**src/bmdma_pkg.sv**
```systemverilog
// Constants, states and register map of the byte memory DMA engine
//
// Notes on behaviour
// - Byte space is 256 pages of 16K eight-bit locations.
// - Byte data travels on external data bus bits 15 to 8.
// - 22-bit byte address: page on data bits 23-16, offset on address 13-0.
// - Every byte access is stretched by the four-bit byte wait count.
// - With wait mode set, a count N gives 2N+1 wait states.
// - Format 00 program 24-bit, 01 data 16-bit, 10 upper byte, 11 lower byte.
// - Unused bits of 8-bit data formats are zero.
// - Internal start address, external 14-bit start and 8-bit page set the ends.
// - Direction picks byte space to chip or chip to byte space.
// - Writing a nonzero word count starts the transfer at once.
// - Word count drops after each word; zero stops and raises completion.
// - Sequential byte addresses carry across page boundaries.
// - Bytes per word as format needs, then one cycle to move the word.
// - Processor external accesses win over pending byte accesses.
// - Context hold bit set halts and clears core, restarts at 0 after.
// - One end is always on-chip memory; no external overlay regions.
// - Composite select follows every enabled memory select with same timing.
// - Composite enables reset to 1, except the byte memory one at 0.
// - Byte memory select enabled at reset; when disabled never asserted.
// - Boot mode defaults: zero addresses and direction, format 00, count 32, hold set.
package bmdma_pkg;
  // Register indices; byte address is four times the index
  localparam logic [13:0] IDX_SYSCTL = 14'h3FFF;
  localparam logic [13:0] IDX_CTRL   = 14'h3FE3;
  localparam logic [13:0] IDX_IADDR  = 14'h3FE1;
  localparam logic [13:0] IDX_EADDR  = 14'h3FE2;
  localparam logic [13:0] IDX_PAGE   = 14'h3FE4;
  localparam logic [13:0] IDX_COUNT  = 14'h3FE5;
  localparam logic [13:0] IDX_WAIT   = 14'h3FFE;
  localparam logic [13:0] IDX_COMPOSITE_SELECT_ENABLES = 14'h3FE6;
  // Field positions
  localparam int SYS_BMS_DIS = 3;
  localparam int CTRL_DIR    = 2;
  localparam int CTRL_HOLD   = 3;
  localparam int WAIT_MODE   = 15;
  // Reset and boot values
  localparam logic [3:0]  COMPOSITE_SELECT_ENABLES_RST = 4'hB;
  localparam logic [13:0] BOOT_COUNT = 14'h0020;
  localparam logic [1:0]  FMT_PM24   = 2'h0;
  localparam logic [1:0]  FMT_DM16   = 2'h1;
  localparam logic [1:0]  FMT_DM8HI  = 2'h2;
  // AHB transfer type
  localparam logic [1:0]  HTRANS_NONSEQ = 2'h2;
  // Engine states, one-hot
  typedef enum logic [6:0] {
    ST_IDLE = 7'h01,
    ST_MRD  = 7'h02,
    ST_MCAP = 7'h04,
    ST_ARB  = 7'h08,
    ST_STRB = 7'h10,
    ST_MWR  = 7'h20,
    ST_FIN  = 7'h40
  } bmdma_state_e;
endpackage

```
**src/bmdma.sv**
```systemverilog
// Byte memory DMA engine with AHB-Lite register slave and memory selects
`timescale 1ns/1ns
`default_nettype none
module bmdma (
  // Clock and reset
  input  wire logic        hclk,
  input  wire logic        hresetn,
  // AHB-Lite slave
  input  wire logic        hsel,
  input  wire logic [31:0] haddr,
  input  wire logic [1:0]  htrans,
  input  wire logic        hwrite,
  input  wire logic [2:0]  hsize,
  input  wire logic [31:0] hwdata,
  input  wire logic        hready,
  output logic      [31:0] hrdata,
  output logic             hreadyout,
  output logic             hresp,
  // Boot strap and core coupling
  input  wire logic        byte_boot,
  input  wire logic        ext_busy,
  output logic             halt_core,
  output logic             ctx_clear,
  output logic             restart_zero,
  output logic             done_irq,
  // Core memory selects, active low
  input  wire logic        program_memory_select_n,
  input  wire logic        data_memory_select_n,
  input  wire logic        io_memory_select_n,
  // On-chip memory port
  output logic             mem_req,
  output logic             mem_we,
  output logic             mem_pm,
  output logic      [13:0] mem_addr,
  output logic      [23:0] mem_wdata,
  input  wire logic [23:0] mem_rdata,
  // External byte memory pins
  output logic      [13:0] bm_addr,
  output logic      [23:0] bm_data_out,
  output logic             bm_data_hi_oe,
  output logic             bm_data_byte_oe,
  input  wire logic [23:0] bm_data_in,
  output logic             bm_rd_n,
  output logic             bm_wr_n,
  output logic             byte_memory_select_n,
  output logic             composite_select_n
);

  // ----------------------------------------------------------------
  // Helpers
  // ----------------------------------------------------------------
  // Last byte index of a word for a format
  function automatic logic [1:0] last_byte(input logic [1:0] fmt);
    case (fmt)
      bmdma_pkg::FMT_PM24: last_byte = 2'h2;
      bmdma_pkg::FMT_DM16: last_byte = 2'h1;
      default:             last_byte = 2'h0;
    endcase
  endfunction

  // Byte lane in the word: 0 bits 23-16, 1 bits 15-8, 2 bits 7-0
  function automatic logic [1:0] lane(input logic [1:0] fmt, input logic [1:0] idx);
    case (fmt)
      bmdma_pkg::FMT_PM24:  lane = idx;
      bmdma_pkg::FMT_DM16:  lane = idx + 2'h1;
      bmdma_pkg::FMT_DM8HI: lane = 2'h1;
      default:              lane = 2'h2;
    endcase
  endfunction

  // Wait states for a count and mode
  function automatic logic [4:0] waits(input logic [3:0] n, input logic mode);
    waits = mode ? {n, 1'b1} : {1'b0, n};
  endfunction

  // ----------------------------------------------------------------
  // State
  // ----------------------------------------------------------------
  typedef struct packed {
    bmdma_pkg::bmdma_state_e st;
    logic        booted;
    logic [13:0] cnt;
    logic [13:0] eaddr;
    logic [7:0]  page;
    logic [13:0] iaddr;
    logic [1:0]  fmt;
    logic        dir;
    logic        hold;
    logic [3:0]  wcount;
    logic        wmode;
    logic [3:0]  composite_select_enables;
    logic        bms_dis;
    logic [23:0] word;
    logic [1:0]  bidx;
    logic [4:0]  wcnt;
    logic        done;
    logic        clr;
    logic        rst0;
    logic        dph;
    logic [13:0] didx;
    logic [31:0] rdata;
  } bmdma_s;

  bmdma_s r;
  bmdma_s next_r;
  logic        addr_ok;
  logic        wr_act;
  logic [13:0] aidx;
  logic [21:0] baddr;
  logic [7:0]  out_byte;
  logic [1:0]  cur_lane;
  logic        strobe;

  assign aidx     = haddr[15:2];
  assign addr_ok  = hsel && hready && (htrans == bmdma_pkg::HTRANS_NONSEQ);
  assign wr_act   = r.dph;
  assign baddr    = {r.page, r.eaddr};
  assign cur_lane = lane(r.fmt, r.bidx);
  assign strobe   = (r.st == bmdma_pkg::ST_STRB);

  // Byte taken from the word for outbound transfers
  always_comb
  begin
    case (cur_lane)
      2'h0:    out_byte = r.word[23:16];
      2'h1:    out_byte = r.word[15:8];
      default: out_byte = r.word[7:0];
    endcase
  end

  // ----------------------------------------------------------------
  // Next state
  // ----------------------------------------------------------------
  always_comb
  begin
    next_r      = r;
    next_r.done = 1'b0;
    next_r.clr  = 1'b0;
    next_r.rst0 = 1'b0;
    // Boot defaults loaded once after reset release
    if (!r.booted)
    begin
      next_r.booted = 1'b1;
      if (byte_boot)
      begin
        next_r.cnt  = bmdma_pkg::BOOT_COUNT;
        next_r.hold = 1'b1;
        next_r.fmt  = bmdma_pkg::FMT_PM24;
      end
    end
    // Register read in address phase, write in data phase
    next_r.dph = addr_ok && hwrite;
    if (addr_ok)
    begin
      next_r.didx  = aidx;
      next_r.rdata = '0;
      case (aidx)
        bmdma_pkg::IDX_SYSCTL: next_r.rdata[bmdma_pkg::SYS_BMS_DIS] = r.bms_dis;
        bmdma_pkg::IDX_CTRL:   next_r.rdata[3:0] = {r.hold, r.dir, r.fmt};
        bmdma_pkg::IDX_IADDR:  next_r.rdata[13:0] = r.iaddr;
        bmdma_pkg::IDX_EADDR:  next_r.rdata[13:0] = r.eaddr;
        bmdma_pkg::IDX_PAGE:   next_r.rdata[7:0] = r.page;
        bmdma_pkg::IDX_COUNT:  next_r.rdata[13:0] = r.cnt;
        bmdma_pkg::IDX_WAIT:   next_r.rdata = {16'h0000, r.wmode, 11'h000, r.wcount};
        bmdma_pkg::IDX_COMPOSITE_SELECT_ENABLES: next_r.rdata[3:0] = r.composite_select_enables;
        default:               next_r.rdata = '0;
      endcase
    end
    // Setup registers writable only while idle
    if (wr_act && r.st == bmdma_pkg::ST_IDLE)
    begin
      case (r.didx)
        bmdma_pkg::IDX_CTRL:
        begin
          next_r.fmt  = hwdata[1:0];
          next_r.dir  = hwdata[bmdma_pkg::CTRL_DIR];
          next_r.hold = hwdata[bmdma_pkg::CTRL_HOLD];
        end
        bmdma_pkg::IDX_IADDR: next_r.iaddr = hwdata[13:0];
        bmdma_pkg::IDX_EADDR: next_r.eaddr = hwdata[13:0];
        bmdma_pkg::IDX_PAGE:  next_r.page  = hwdata[7:0];
        bmdma_pkg::IDX_COUNT: next_r.cnt   = hwdata[13:0];
        default: ;
      endcase
    end
    if (wr_act)
    begin
      case (r.didx)
        bmdma_pkg::IDX_SYSCTL: next_r.bms_dis = hwdata[bmdma_pkg::SYS_BMS_DIS];
        bmdma_pkg::IDX_WAIT:
        begin
          next_r.wcount = hwdata[3:0];
          next_r.wmode  = hwdata[bmdma_pkg::WAIT_MODE];
        end
        bmdma_pkg::IDX_COMPOSITE_SELECT_ENABLES: next_r.composite_select_enables = hwdata[3:0];
        default: ;
      endcase
    end
    // Transfer engine
    case (r.st)
      bmdma_pkg::ST_IDLE:
      begin
        if (r.booted && r.cnt != '0 && !(wr_act && r.didx == bmdma_pkg::IDX_COUNT))
        begin
          next_r.word = '0;
          next_r.bidx = '0;
          next_r.clr  = r.hold;
          next_r.st   = r.dir ? bmdma_pkg::ST_MRD : bmdma_pkg::ST_ARB;
        end
      end
      bmdma_pkg::ST_MRD:  next_r.st = bmdma_pkg::ST_MCAP;
      bmdma_pkg::ST_MCAP:
      begin
        next_r.word = mem_rdata;
        next_r.st   = bmdma_pkg::ST_ARB;
      end
      bmdma_pkg::ST_ARB:
      begin
        if (!ext_busy)
        begin
          next_r.wcnt = waits(r.wcount, r.wmode);
          next_r.st   = bmdma_pkg::ST_STRB;
        end
      end
      bmdma_pkg::ST_STRB:
      begin
        if (r.wcnt != '0)
          next_r.wcnt = r.wcnt - 5'h01;
        else
        begin
          if (!r.dir)
          begin
            case (cur_lane)
              2'h0:    next_r.word[23:16] = bm_data_in[15:8];
              2'h1:    next_r.word[15:8]  = bm_data_in[15:8];
              default: next_r.word[7:0]   = bm_data_in[15:8];
            endcase
          end
          {next_r.page, next_r.eaddr} = baddr + 22'h000001;
          next_r.bidx = r.bidx + 2'h1;
          if (r.bidx == last_byte(r.fmt))
            next_r.st = r.dir ? bmdma_pkg::ST_FIN : bmdma_pkg::ST_MWR;
          else
            next_r.st = bmdma_pkg::ST_ARB;
        end
      end
      bmdma_pkg::ST_MWR:  next_r.st = bmdma_pkg::ST_FIN;
      bmdma_pkg::ST_FIN:
      begin
        next_r.cnt   = r.cnt - 14'h0001;
        next_r.iaddr = r.iaddr + 14'h0001;
        next_r.st    = bmdma_pkg::ST_IDLE;
        if (r.cnt == 14'h0001)
        begin
          next_r.done = 1'b1;
          next_r.rst0 = r.hold;
        end
      end
      default: next_r.st = bmdma_pkg::ST_IDLE;
    endcase
  end

  // Register stage
  always_ff @(posedge hclk or negedge hresetn)
  begin
    if (!hresetn)
    begin
      r        <= '0;
      r.st     <= bmdma_pkg::ST_IDLE;
      r.composite_select_enables <= bmdma_pkg::COMPOSITE_SELECT_ENABLES_RST;
    end
    else
      r <= next_r;
  end

  // ----------------------------------------------------------------
  // Outputs
  // ----------------------------------------------------------------
  // Bus answers; zero wait, always OKAY
  assign hrdata    = r.rdata;
  assign hreadyout = 1'b1;
  assign hresp     = 1'b0;

  // Core coupling; halt spans the idle cycle between words as well
  assign halt_core    = r.hold && ((r.st != bmdma_pkg::ST_IDLE) || (r.cnt != '0));
  assign ctx_clear    = r.clr;
  assign restart_zero = r.rst0;
  assign done_irq     = r.done;

  // One steal cycle per word to on-chip memory only
  assign mem_req   = (r.st == bmdma_pkg::ST_MRD) || (r.st == bmdma_pkg::ST_MWR);
  assign mem_we    = (r.st == bmdma_pkg::ST_MWR);
  assign mem_pm    = (r.fmt == bmdma_pkg::FMT_PM24);
  assign mem_addr  = r.iaddr;
  assign mem_wdata = r.word;

  // Byte pins: page on 23-16, byte on 15-8, offset on address
  assign bm_addr         = r.eaddr;
  assign bm_data_out     = {r.page, out_byte, 8'h00};
  assign bm_data_hi_oe   = strobe;
  assign bm_data_byte_oe = strobe && r.dir;
  assign bm_rd_n         = !(strobe && !r.dir);
  assign bm_wr_n         = !(strobe && r.dir);
  assign byte_memory_select_n = !(strobe && !r.bms_dis);

  // Composite select: pms, dms, bms, io_memory_select enables in bits 0..3
  assign composite_select_n = !((r.composite_select_enables[0] && !program_memory_select_n) ||
                                (r.composite_select_enables[1] && !data_memory_select_n) ||
                                (r.composite_select_enables[2] && strobe) ||
                                (r.composite_select_enables[3] && !io_memory_select_n));

  // ----------------------------------------------------------------
  // Checks
  // ----------------------------------------------------------------
  logic [4:0] slen;
  always_ff @(posedge hclk or negedge hresetn)
  begin
    if (!hresetn)
      slen <= '0;
    else
      slen <= strobe ? slen + 5'h01 : 5'h00;
  end
endmodule
`default_nettype wire

```
**config.mk**
```make
export PLATFORM = sky130hd
export DESIGN_NAME = bmdma
export DESIGN_NICKNAME = d
export VERILOG_FILES = /design/src/bmdma_pkg.sv /design/src/bmdma.sv
export SDC_FILE = /design/constraint.sdc
export NUM_CORES = 1
export LEC_CHECK = 0
export BUFFER_PORTS_ARGS = -buffer_cell sky130_fd_sc_hd__buf_2
export CAP_MARGIN = 5
export CORE_MARGIN = 2
export CORE_UTILIZATION = 45
export CTS_CLUSTER_DIAMETER = 40
export DETAILED_ROUTE_END_ITERATION = 10
export PLACE_DENSITY = 0.81
export SLEW_MARGIN = 20
export SYNTH_ARGS = -nofsm -noshare
export SYNTH_HDL_FRONTEND = slang
export SYNTH_SLANG_ARGS = --single-unit
```
**constraint.sdc**
```tcl
create_clock -name hclk -period 3.1 [get_ports hclk]
set_input_delay 0.31 -clock hclk [delete_from_list [all_inputs] [get_ports hclk]]
set_output_delay 0.31 -clock hclk [all_outputs]
set_load 0.02 [all_outputs]
```
==> results of run 1 <==
## per-layer routing
| metal | vias to the layer above | share of wire [%] |
|---|---|---|
| li1 | 3593 | - |
| met1 | 3800 | 41 |
| met2 | 510 | 45 |
| met3 | 71 | 11 |
| met4 | 0 | 2.8 |
| met5 | - | 0 |
## sequential cells by signal (all words and copies together), names as in the netlist
name	count
wr_act	1
mem_wdata	24
ctx_clear	1
bm_data_out	8
hrdata	15
bm_addr	14
done_irq	1
restart_zero	1
mem_addr	14
r	57
## how the worst min path moves through the flow
stage / to / cells after the start / start / slack, ns
floorplan: bm_addr[0] / 0 / hresetn / 0.01
global placement: mem_wdata[8] / 1 / hresetn / 0.37
detailed placement: mem_wdata[8] / 1 / hresetn / 0.38
CTS: wr_act / 3 / hwrite / 0.1
global route: r[86] / 2 / hwdata[15] / 0.12
finish: wr_act / 3 / hwrite / 0.1
## metrics by stage
| stage | area, um2 | cells |
|---|---|---|
| global route | 9560 | 1297 |
| finish | 9560 | 1298 |
| detailed placement | 8890 | 1264 |
| CTS | 9560 | 1297 |
| global placement | 8890 | 1264 |
| floorplan | 8500 | 986 |
## power by group through the flow
stage / registers (uW) / logic (uW) / clock network (uW)
finish: 2310 / 1790 / 2270
global route: 2330 / 1940 / 2370
CTS: 2290 / 1780 / 2280
detailed placement: 2320 / 1770 / 0
global placement: 2310 / 1730 / 0
floorplan: 2250 / 1460 / 0
## Yosys cell counts, types with 5 or more instances
library cell | instances | share of area, %
nand2_1 | 99 | 4.4
buf_4 | 102 | 9.1
buf_2 | 5 | 0.30
o21ai_0 | 77 | 4.6
nand4_1 | 13 | 0.97
and3_1 | 10 | 0.74
dfrtp_1 | 132 | 39
nand2b_1 | 5 | 0.37
inv_1 | 45 | 2.0
a211oi_1 | 9 | 0.80
ha_1 | 8 | 1.2
a31oi_1 | 14 | 1.0
a32oi_1 | 12 | 1.3
nor3_1 | 28 | 1.7
o211ai_1 | 5 | 0.45
clkbuf_1 | 31 | 1.4
or3_1 | 9 | 0.67
mux2i_1 | 8 | 0.95
nand4b_1 | 5 | 0.52
nor2b_1 | 5 | 0.37
nor2_1 | 73 | 3.3
mux2_2 | 30 | 4.0
a22o_1 | 13 | 1.4
a222oi_1 | 18 | 2.1
nor4_1 | 14 | 1.0
nand3_1 | 37 | 2.2
a21oi_1 | 47 | 2.8
o22ai_1 | 11 | 0.82
o32ai_1 | 7 | 0.73
or2_2 | 6 | 0.45
## area by class of cell
| type | count | area [um2] |
|---|---|---|
| antenna | 1 | 2.50 |
| clock buffer | 18 | 439 |
| multi-input combinational | 662 | 4000 |
| timing repair buffer | 192 | 1030 |
| tap | 229 | 287 |
| inverter | 46 | 173 |
| clock inverter | 14 | 221 |
| sequential | 136 | 3410 |
| fill | 1667 | 8590 |
## worst register-to-register path: stages, from the launching register on
cell	delay (ns)
dfrtp_1	0.45
nor4_1	0.42
nand4b_1	0.29
o221ai_1	0.51
a21oi_4	0.26
o21ai_2	0.29
mux2_2	0.41
## logic make-up after synthesis
family | count (synthesis)
xor gates and xnor gates | 6
buffers and inverters | 188
DFF | 136
adders and majority gates | 8
and+or+nand+nor | 329
muxes | 38
other | 2
AOI/OAI and AO/OA | 253
## what timing repair did
action | CTS | global route
buffers inserted | 0 | 0
hold buffers | 1 | 0
hold endpoints to repair | 70 | 0
==> out/metrics.csv, run 1 <==
stage,metric,value,unit
timing,RSZ-0062 raised after global routing,false,
power_and_ir_drop,Pwr Total,6360,uW
clock_network,Sink Count,136,
clock_network,CTS max path bufs,2,
setup_path,CP cell instances,or2_2 -> a21oi_1 -> nor2b_1 -> a222oi_1 -> inv_1 -> buf_2,
grt,GRT met3 Usage,7.85,%
timing,final hold slack,0.0983,ns
power_and_ir_drop,worst vdd ir,0.401,mV
synth,Post-synth ARST share,100,%
synth,Post-Syn Area,8410,um2
timing,Final WS setup,0.236,ns
detailed_routing,WL per Instance,19.5,um
setup_path,critical path type,flop to output port,
grt,busiest grt layer,met2,
setup_path,Crit path largest cell delay,0.61,ns
placement,Placer Congestion,0.971,
setup_path,required time of the critical path,2.79,ns
synth,Synth Flop Type,dfrtp_1,
placement,DP HPWL,18.5,mm
setup_path,"Max FO, Critical Path",8,
grt,initial antenna violation count,1,
setup_path,Worst Setup Start Kind,flop,
floorplan,standard-cell rows,49,
setup_path,Worst path slowest cell,nor2b_1,
synth,cell count after synthesis,960,
timing,Slew HR,42.7,%
layout,most frequent cells in the layout,"buf_2, dfrtp_1, nand2_1",
status,status,finished clean,
detailed_routing,drt drc,0,
detailed_routing,via/cell ratio,6.14,
grt,total global routing overflow,0,
synth,Synth Area in Adders,1.19,%
detailed_routing,Starting DRT DRC Count,1211,
setup_path,CP Depth,6,
setup_path,Critical Path Sink Type,output port,
clock_network,worst skew pair latency,0.43,ns
power_and_ir_drop,register share of total power,36.2,%
job,Maximum Capacitance Violations,0,
setup_path,critical path endpoint,bm_data_out[10],
floorplan,Initial Utilization,46.3,%
timing,min Tclk post-route,2.86,ns
clock_network,TritonCTS Buffers,17,
hold_path,hold crit path type,input pin to flop,
layout,Area growth syn-to-layout,13.7,%
power_and_ir_drop,switch share,35.0,%
synth,Compound-Gate Fraction of Synth Area,20.0,%
floorplan,Ports,250,
layout,post-layout util,52.7,%
power_and_ir_drop,Comb pwr share,28.1,%
grt,global-route wire length before repair,39.7,mm
power_and_ir_drop,Pwr per Cell Area,666,nW/um2
grt,largest net degree at the start of global routing,75,
clock_network,CTS HTree Levels,4,
synth,largest family of logic cells by synthesized area,compound AO/OA/AOI/OAI gates,
clock_network,Root Driver,clkbuf_16,
setup_path,critical path data arrival time,2.55,ns
clock_network,CTS tree,built,
setup_path,Worst R2R Setup Slack,0.37,ns
timing,skew final,0.00745,ns
placement,Setup WS pre-CTS,0.444,ns
synth,Post-Synth XOR/XNOR Area,0.625,%
floorplan,Die Wd,141,um
grt,M2 GR Usage,38.6,%
power_and_ir_drop,Leakage,0.00446,uW
synth,number of flops mapped to enable cells by yosys,0,
power_and_ir_drop,P_int,4140,uW
floorplan,die height,141,um
clock_network,clock-pin slew on the worst setup and hold paths,0.06,ns
grt,gr usage total,25.3,%
synth,Syn. warnings,0,
setup_path,Crit Reg-Reg Endpoint,mem_wdata[11],
layout,fin nets,1190,
timing,setup violators final,0,
synth,Yosys reg bits,136,
timing,"Hold Violations, Final",0,
synth,synth unique cells,72,
power_and_ir_drop,clock network power share,35.6,%
grt,met1 global-route usage,34.3,%
detailed_routing,Routed WL,25.3,mm
timing,fin crit share,92.4,%
grt,vias in the first global route,7438,
setup_path,crit path buf inv count,2,
timing,Tightest Pin Transition,0.859,ns
detailed_routing,via count,7974,
timing,fin. max-slew vios,0,
synth,Syn Area/Cell,8.76,um2
floorplan,total die area,19800,um2
setup_path,reg2reg path depth,6,
setup_path,Worst Setup SP,r[56],
setup_path,R2R Path Start,r[137],
layout,"commonest non-fill, non-tap cell in the layout",buf_2,
clock_network,cts repair resizes,0,
synth,"Seq/Total Area, Yosys",40.5,%
placement,port bufs,168,
detailed_routing,antenna-violating nets left,0,
floorplan,area of the core,18100,um2
timing,fmax,0.349,GHz
layout,layout cell share with drive strength beyond 1,25.6,%
setup_path,cell family with most CP delay,simple AND/OR/NAND/NOR gates,
detailed_routing,DRT Pass-1 Iters,8,
timing,setup tns final,0,ns
power_and_ir_drop,switching pwr,2220,uW
synth,Post-Synth Simple-Gate Area,19.4,%
synth,multiplexer share of the synthesized area,4.97,%
(Power assumes the default switching activity.)
==> inputs of run 2 (changes only) <==
--- a/config.mk
+++ b/config.mk
@@ -5,7 +5,7 @@
 export SDC_FILE = /design/constraint.sdc
 export NUM_CORES = 1
 export LEC_CHECK = 0
-export BUFFER_PORTS_ARGS = -buffer_cell sky130_fd_sc_hd__buf_2
+export BUFFER_PORTS_ARGS = -buffer_cell sky130_fd_sc_hd__buf_4
 export CAP_MARGIN = 5
 export CORE_MARGIN = 2
 export CORE_UTILIZATION = 45
==> out/metrics.csv, run 2 (synthesis gave the netlist of run 1 again) <==
stage,metric,value,unit
status,status,finished clean,
layout,number of diodes,0,
grt,M2 GR Usage,39.3,%
clock_network,worst skew pair latency,0.44,ns
clock_network,CTS tree,built,
setup_path,Critical Path Sink Type,output port,
setup_path,critical path data arrival time,2.56,ns
clock_network,# hold bufs at CTS,1,
clock_network,clock-pin slew on the worst setup and hold paths,0.06,ns
job,Maximum Capacitance Violations,0,
floorplan,Ports,250,
layout,Area growth syn-to-layout,18.1,%
timing,Tightest Pin Transition,0.900,ns
floorplan,die height,141,um
placement,Placer Congestion,0.977,
timing,fin crit share,92.5,%
power_and_ir_drop,worst vdd ir,0.443,mV
grt,vias in the first global route,7292,
timing,skew final,0.0104,ns
clock_network,CTS HTree Levels,4,
hold_path,hold crit path type,input pin to flop,
timing,fin. max-slew vios,0,
floorplan,Die Wd,141,um
power_and_ir_drop,Leakage,0.00454,uW
grt,gr usage total,25.1,%
layout,fin nets,1188,
layout,"commonest non-fill, non-tap cell in the layout",buf_4,
power_and_ir_drop,P_int,4120,uW
placement,port bufs,168,
power_and_ir_drop,switch share,35.3,%
timing,"Hold Violations, Final",0,
detailed_routing,Routed WL,25.4,mm
layout,max reg flops,57,
grt,initial antenna violation count,0,
setup_path,critical path type,flop to output port,
floorplan,area of the core,18100,um2
detailed_routing,drt drc,0,
setup_path,"Max FO, Critical Path",8,
clock_network,cts repair resizes,0,
grt,global-route wire length before repair,39.2,mm
detailed_routing,DRT Pass-1 Iters,7,
power_and_ir_drop,switching pwr,2250,uW
power_and_ir_drop,Pwr per Cell Area,642,nW/um2
setup_path,CP cell instances,or2_2 -> a21oi_1 -> nor2b_1 -> a222oi_1 -> inv_1 -> buf_4,
setup_path,Crit path largest cell delay,0.63,ns
clock_network,CTS max path bufs,2,
grt,total global routing overflow,0,
detailed_routing,Starting DRT DRC Count,1110,
timing,setup tns final,0,ns
clock_network,Sink Count,136,
placement,DP HPWL,18.9,mm
clock_network,TritonCTS Buffers,17,
grt,met1 global-route usage,34.7,%
layout,layout cell share with drive strength beyond 1,25.3,%
clock_network,post-CTS setup buffers,0,
power_and_ir_drop,Comb pwr share,30.4,%
floorplan,Initial Utilization,46.3,%
timing,RSZ-0062 raised after global routing,false,
timing,setup violators final,0,
detailed_routing,antenna-violating nets left,0,
grt,busiest grt layer,met2,
floorplan,total die area,19800,um2
detailed_routing,via/cell ratio,6.12,
timing,min Tclk post-route,2.87,ns
detailed_routing,WL per Instance,19.6,um
grt,largest net degree at the start of global routing,77,
layout,most frequent cells in the layout,"buf_4, dfrtp_1, nand2_1",
power_and_ir_drop,register share of total power,36.4,%
layout,Largest Register,r,
timing,fmax,0.349,GHz
floorplan,standard-cell rows,49,
setup_path,required time of the critical path,2.79,ns
setup_path,Worst Setup Start Kind,flop,
power_and_ir_drop,clock network power share,33.2,%
power_and_ir_drop,Pwr Total,6370,uW
timing,Slew HR,40.0,%
grt,GRT met3 Usage,5.54,%
clock_network,Root Driver,clkbuf_16,
setup_path,Worst path slowest cell,nor2b_1,
detailed_routing,via count,7928,
[run 2: changes by cell type in the layout (fill, tap and decap cells not counted), sizes merged]
cell / before / now
inv: 46 / 48
clkinv: 6 / 5
bufinv: 5 / 3
diode: 1 / 0
clkbuf: 18 / 19
buf: 191 / 189
[run 2: worst max-delay path: cells and delay by family, from the launching register on]
kind	cells	cell delay (ns)
compound gates	2	0.47
buf+inv	2	0.24
flops	1	0.45
simple gates	2	0.95
[run 2: power groups by stage]
stage	clock network (uW)	registers, uW	logic [uW]
4_1_cts	2130	2310	1930
6_report	2110	2320	1940
3_5_place_dp	0	2340	1920
2_1_floorplan	0	2250	1460
5_1_grt	2200	2360	2090
3_3_place_gp	0	2330	1880
[run 2: final timing paths]
check                      slack (ns)       start  depth (start not counted)         endpoint
min in group asynchronous        0.49     hresetn                          2       bm_addr[2]
min reg2reg                      0.48  hrdata[15]                          2       hrdata[15]
min                              0.11      hwrite                          3           wr_act
max in group asynchronous        1.86     hresetn                          3    mem_wdata[17]
max                              0.23       r[56]                          6  bm_data_out[11]
max reg2reg                      0.37       r[42]                          6    mem_wdata[10]
[run 2: layout make-up]
type,instances,area (um2)
Clock buffer,19,443
Clock inverter,13,170
Fill cell,1583,8220
Inverter,46,173
Multi-Input combinational cell,662,4000
Sequential cell,136,3410
Tap cell,229,287
Timing Repair Buffer,190,1450
[run 2: stage by stage]
step | instances | util (%) | hold slack (ns) | instance area, um2 | setup slack (ns)
after floorplan | 986 | - | 0.0144 | 8500 | 0.694
after global placement | 1262 | 51.3 | 0.389 | 9300 | 0.503
after detailed placement | 1262 | 51.3 | 0.388 | 9300 | 0.459
after CTS | 1295 | 54.7 | 0.0992 | 9920 | 0.240
after global routing | 1295 | 54.7 | 0.114 | 9920 | 0.0748
final | 1295 | 54.7 | 0.106 | 9920 | 0.232
[run 2: layer usage]
metal / up-vias / routed length [um]
li1: 3574 / -
met1: 3812 / 10400
met2: 497 / 11600
met3: 45 / 2820
met4: 0 / 515
met5: - / 0
==> inputs of run 3 (changes only) <==
--- a/config.mk
+++ b/config.mk
@@ -5,14 +5,15 @@
 export SDC_FILE = /design/constraint.sdc
 export NUM_CORES = 1
 export LEC_CHECK = 0
+export ABC_AREA = 1
 export BUFFER_PORTS_ARGS = -buffer_cell sky130_fd_sc_hd__buf_4
 export CAP_MARGIN = 5
 export CORE_MARGIN = 2
 export CORE_UTILIZATION = 45
 export CTS_CLUSTER_DIAMETER = 40
 export DETAILED_ROUTE_END_ITERATION = 10
-export PLACE_DENSITY = 0.81
-export SLEW_MARGIN = 20
+export PLACE_DENSITY = 0.8
+export SLEW_MARGIN = 10
 export SYNTH_ARGS = -nofsm -noshare
 export SYNTH_HDL_FRONTEND = slang
 export SYNTH_SLANG_ARGS = --single-unit
==> constraint.sdc (replaced) <==
create_clock -name hclk -period 3.1 [get_ports hclk]
set_input_delay 0.155 -clock hclk [delete_from_list [all_inputs] [get_ports hclk]]
set_output_delay 0.155 -clock hclk [all_outputs]
set_load 0.02 [all_outputs]
==> out/metrics.csv, run 3 <==
stage,metric,value,unit
status,status,finished clean,
layout,Area growth syn-to-layout,17.3,%
setup_path,cell family with most CP delay,buffers and inverters,
job,Maximum Capacitance Violations,0,
synth,Syn Area/Cell,6.90,um2
floorplan,standard-cell rows,52,
timing,final hold slack,0.0215,ns
power_and_ir_drop,Pwr Total,5900,uW
timing,Final WS setup,0.584,ns
synth,multiplexer share of the synthesized area,0.107,%
synth,Post-Synth XOR/XNOR Area,0.934,%
synth,Post-Syn Area,9380,um2
timing,setup tns final,0,ns
setup_path,Critical Path Sink Type,flop,
synth,Synth area leaders,"dfrtp_1, nand2_1, buf_4",
grt,gr usage total,26.1,%
synth,top cell type's share of synthesized area,35.2,%
grt,total global routing overflow,0,
clock_network,cts repair resizes,0,
synth,synth unique cells,46,
clock_network,Root Driver,clkbuf_16,
detailed_routing,drt drc,0,
detailed_routing,DRT Pass-1 Iters,8,
detailed_routing,WL per Instance,16.6,um
synth,most common cell in the netlist,nand2_1,
synth,number of flops mapped to enable cells by yosys,0,
floorplan,Ports,250,
synth,Synth Flop Type,dfrtp_1,
placement,port bufs,168,
setup_path,Crit path largest cell delay,0.53,ns
setup_path,crit path buf inv count,4,
layout,"commonest non-fill, non-tap cell in the layout",nand2_1,
clock_network,CTS tree,built,
layout,final cell count without fillers,1744,
setup_path,CP cell instances,nor2_1 -> nand2_1 -> nor2_2 -> buf_4 -> inv_2 -> nor2_2 -> buf_4 -> inv_2 -> nand3_2 -> o21ai_0,
synth,Synth Area in Adders,1.07,%
floorplan,area of the core,20400,um2
placement,Placer Congestion,0.954,
clock_network,# hold bufs at CTS,16,
timing,Tightest Pin Transition,0.893,ns
clock_network,CTS max path bufs,2,
timing,fin crit share,81.2,%
hold_path,hold crit path type,input pin to flop,
timing,fin. max-slew vios,0,
synth,largest family of logic cells by synthesized area,simple AND/OR/NAND/NOR gates,
synth,Compound-Gate Fraction of Synth Area,9.80,%
detailed_routing,Routed WL,29.0,mm
synth,"area leader, netlist",dfrtp_1,
timing,fmax,0.397,GHz
setup_path,critical path type,flop to flop,
placement,DP HPWL,21.8,mm
timing,RSZ-0062 raised after global routing,false,
grt,global-route wire length before repair,45.3,mm
clock_network,worst skew pair latency,0.43,ns
setup_path,required time of the critical path,3.44,ns
synth,Yosys reg bits,136,
layout,Largest Register,r,
placement,placed instance count,1697,
synth,Post-synth ARST share,100,%
layout,most frequent cells in the layout,"nand2_1, buf_4, inv_1",
timing,Slew HR,40.4,%
setup_path,critical path data arrival time,2.86,ns
timing,skew final,0.0109,ns
layout,layout cell share with drive strength beyond 1,17.4,%
floorplan,total die area,22000,um2
floorplan,Initial Utilization,46.1,%
layout,number of diodes,0,
clock_network,CTS HTree Levels,4,
placement,Setup WS pre-CTS,0.611,ns
clock_network,post-CTS setup buffers,0,
setup_path,"Max FO, Critical Path",34,
power_and_ir_drop,worst vdd ir,0.411,mV
synth,cell count after synthesis,1359,
clock_network,Sink Count,136,
timing,min Tclk post-route,2.52,ns
floorplan,die height,148,um
timing,setup violators final,0,
synth,top post-synthesis cells by count,"nand2_1, inv_1, nand3_1",
detailed_routing,via count,9468,
grt,vias in the first global route,8681,
timing,"Hold Violations, Final",0,
synth,"Seq/Total Area, Yosys",36.3,%
grt,largest net degree at the start of global routing,95,
layout,max reg flops,57,
clock_network,TritonCTS Buffers,17,
setup_path,Worst Setup Start Kind,flop,
synth,Syn. warnings,0,
detailed_routing,antenna-violating nets left,0,
power_and_ir_drop,Leakage,0.00599,uW
clock_network,clock-pin slew on the worst setup and hold paths,0.06,ns
power_and_ir_drop,Pwr per Cell Area,536,nW/um2
grt,initial antenna violation count,0,
detailed_routing,via/cell ratio,5.43,
setup_path,Worst path slowest cell,dfstp_2,
floorplan,Die Wd,148,um
detailed_routing,Starting DRT DRC Count,847,
layout,fin nets,1597,
synth,Post-Synth Simple-Gate Area,35.2,%
==> run 3: layer usage <==
layer,up-vias,share of wire [%],GRT usage [%]
met5,-,0,0
met4,0,2.8,9.95
met3,57,10,5.83
met2,495,47,42.6
met1,4430,40,34.0
li1,4486,-,-
==> run 3: stage by stage <==
stage / instance area [um2] / utilization [%]
floorplan: 9480 / -
global placement: 10200 / 50.1
detailed placement: 10200 / 50.1
CTS: 11000 / 54.0
global route: 11000 / 54.0
finish: 11000 / 54.0
==> run 3: area by class of cell <==
| class | count | area, um2 |
|---|---|---|
| well taps | 270 | 338 |
| clock buffers | 20 | 467 |
| fillers | 1917 | 9360 |
| multi-input cells | 955 | 4530 |
| repair buffers | 193 | 1490 |
| flip-flops and latches | 136 | 3410 |
| inverters | 159 | 598 |
| clock inverters | 11 | 169 |
==> run 3: cells by family after synthesis <==
group / Yosys count
AO/OA/AOI/OAI: 168
XOR/XNOR: 10
adder cells (fa/ha/maj): 8
buffers and inverters: 294
flip-flops: 136
multiplexers: 1
other: 2
AND/OR/NAND/NOR: 740
==> run 3: power by group <==
group          internal (uW)  switching [uW]  leakage (uW)
combinational            501            1030       0.00403
clock                   1410             802      0.000312
sequential              1960             200       0.00165
==> run 3: path summary, 6_finish.rpt <==
path | slack, ns | start | cells past startpoint | to
max | 0.58 | r[146] | 10 | r[54]
min | 0.02 | ext_busy | 3 | r[149]
max reg2reg | 0.58 | r[146] | 10 | r[54]
min reg2reg | 0.47 | r[43] | 2 | r[43]
max in group asynchronous | 1.84 | hresetn | 3 | mem_wdata[3]
min in group asynchronous | 0.41 | hresetn | 2 | r[52]
==> run 3: tightest hold or removal path, delay by kind of cell <==
kind,cells,cell delay [ns]
compound gates,1,0.09
buf+inv,1,0.08
simple gates,1,0.09
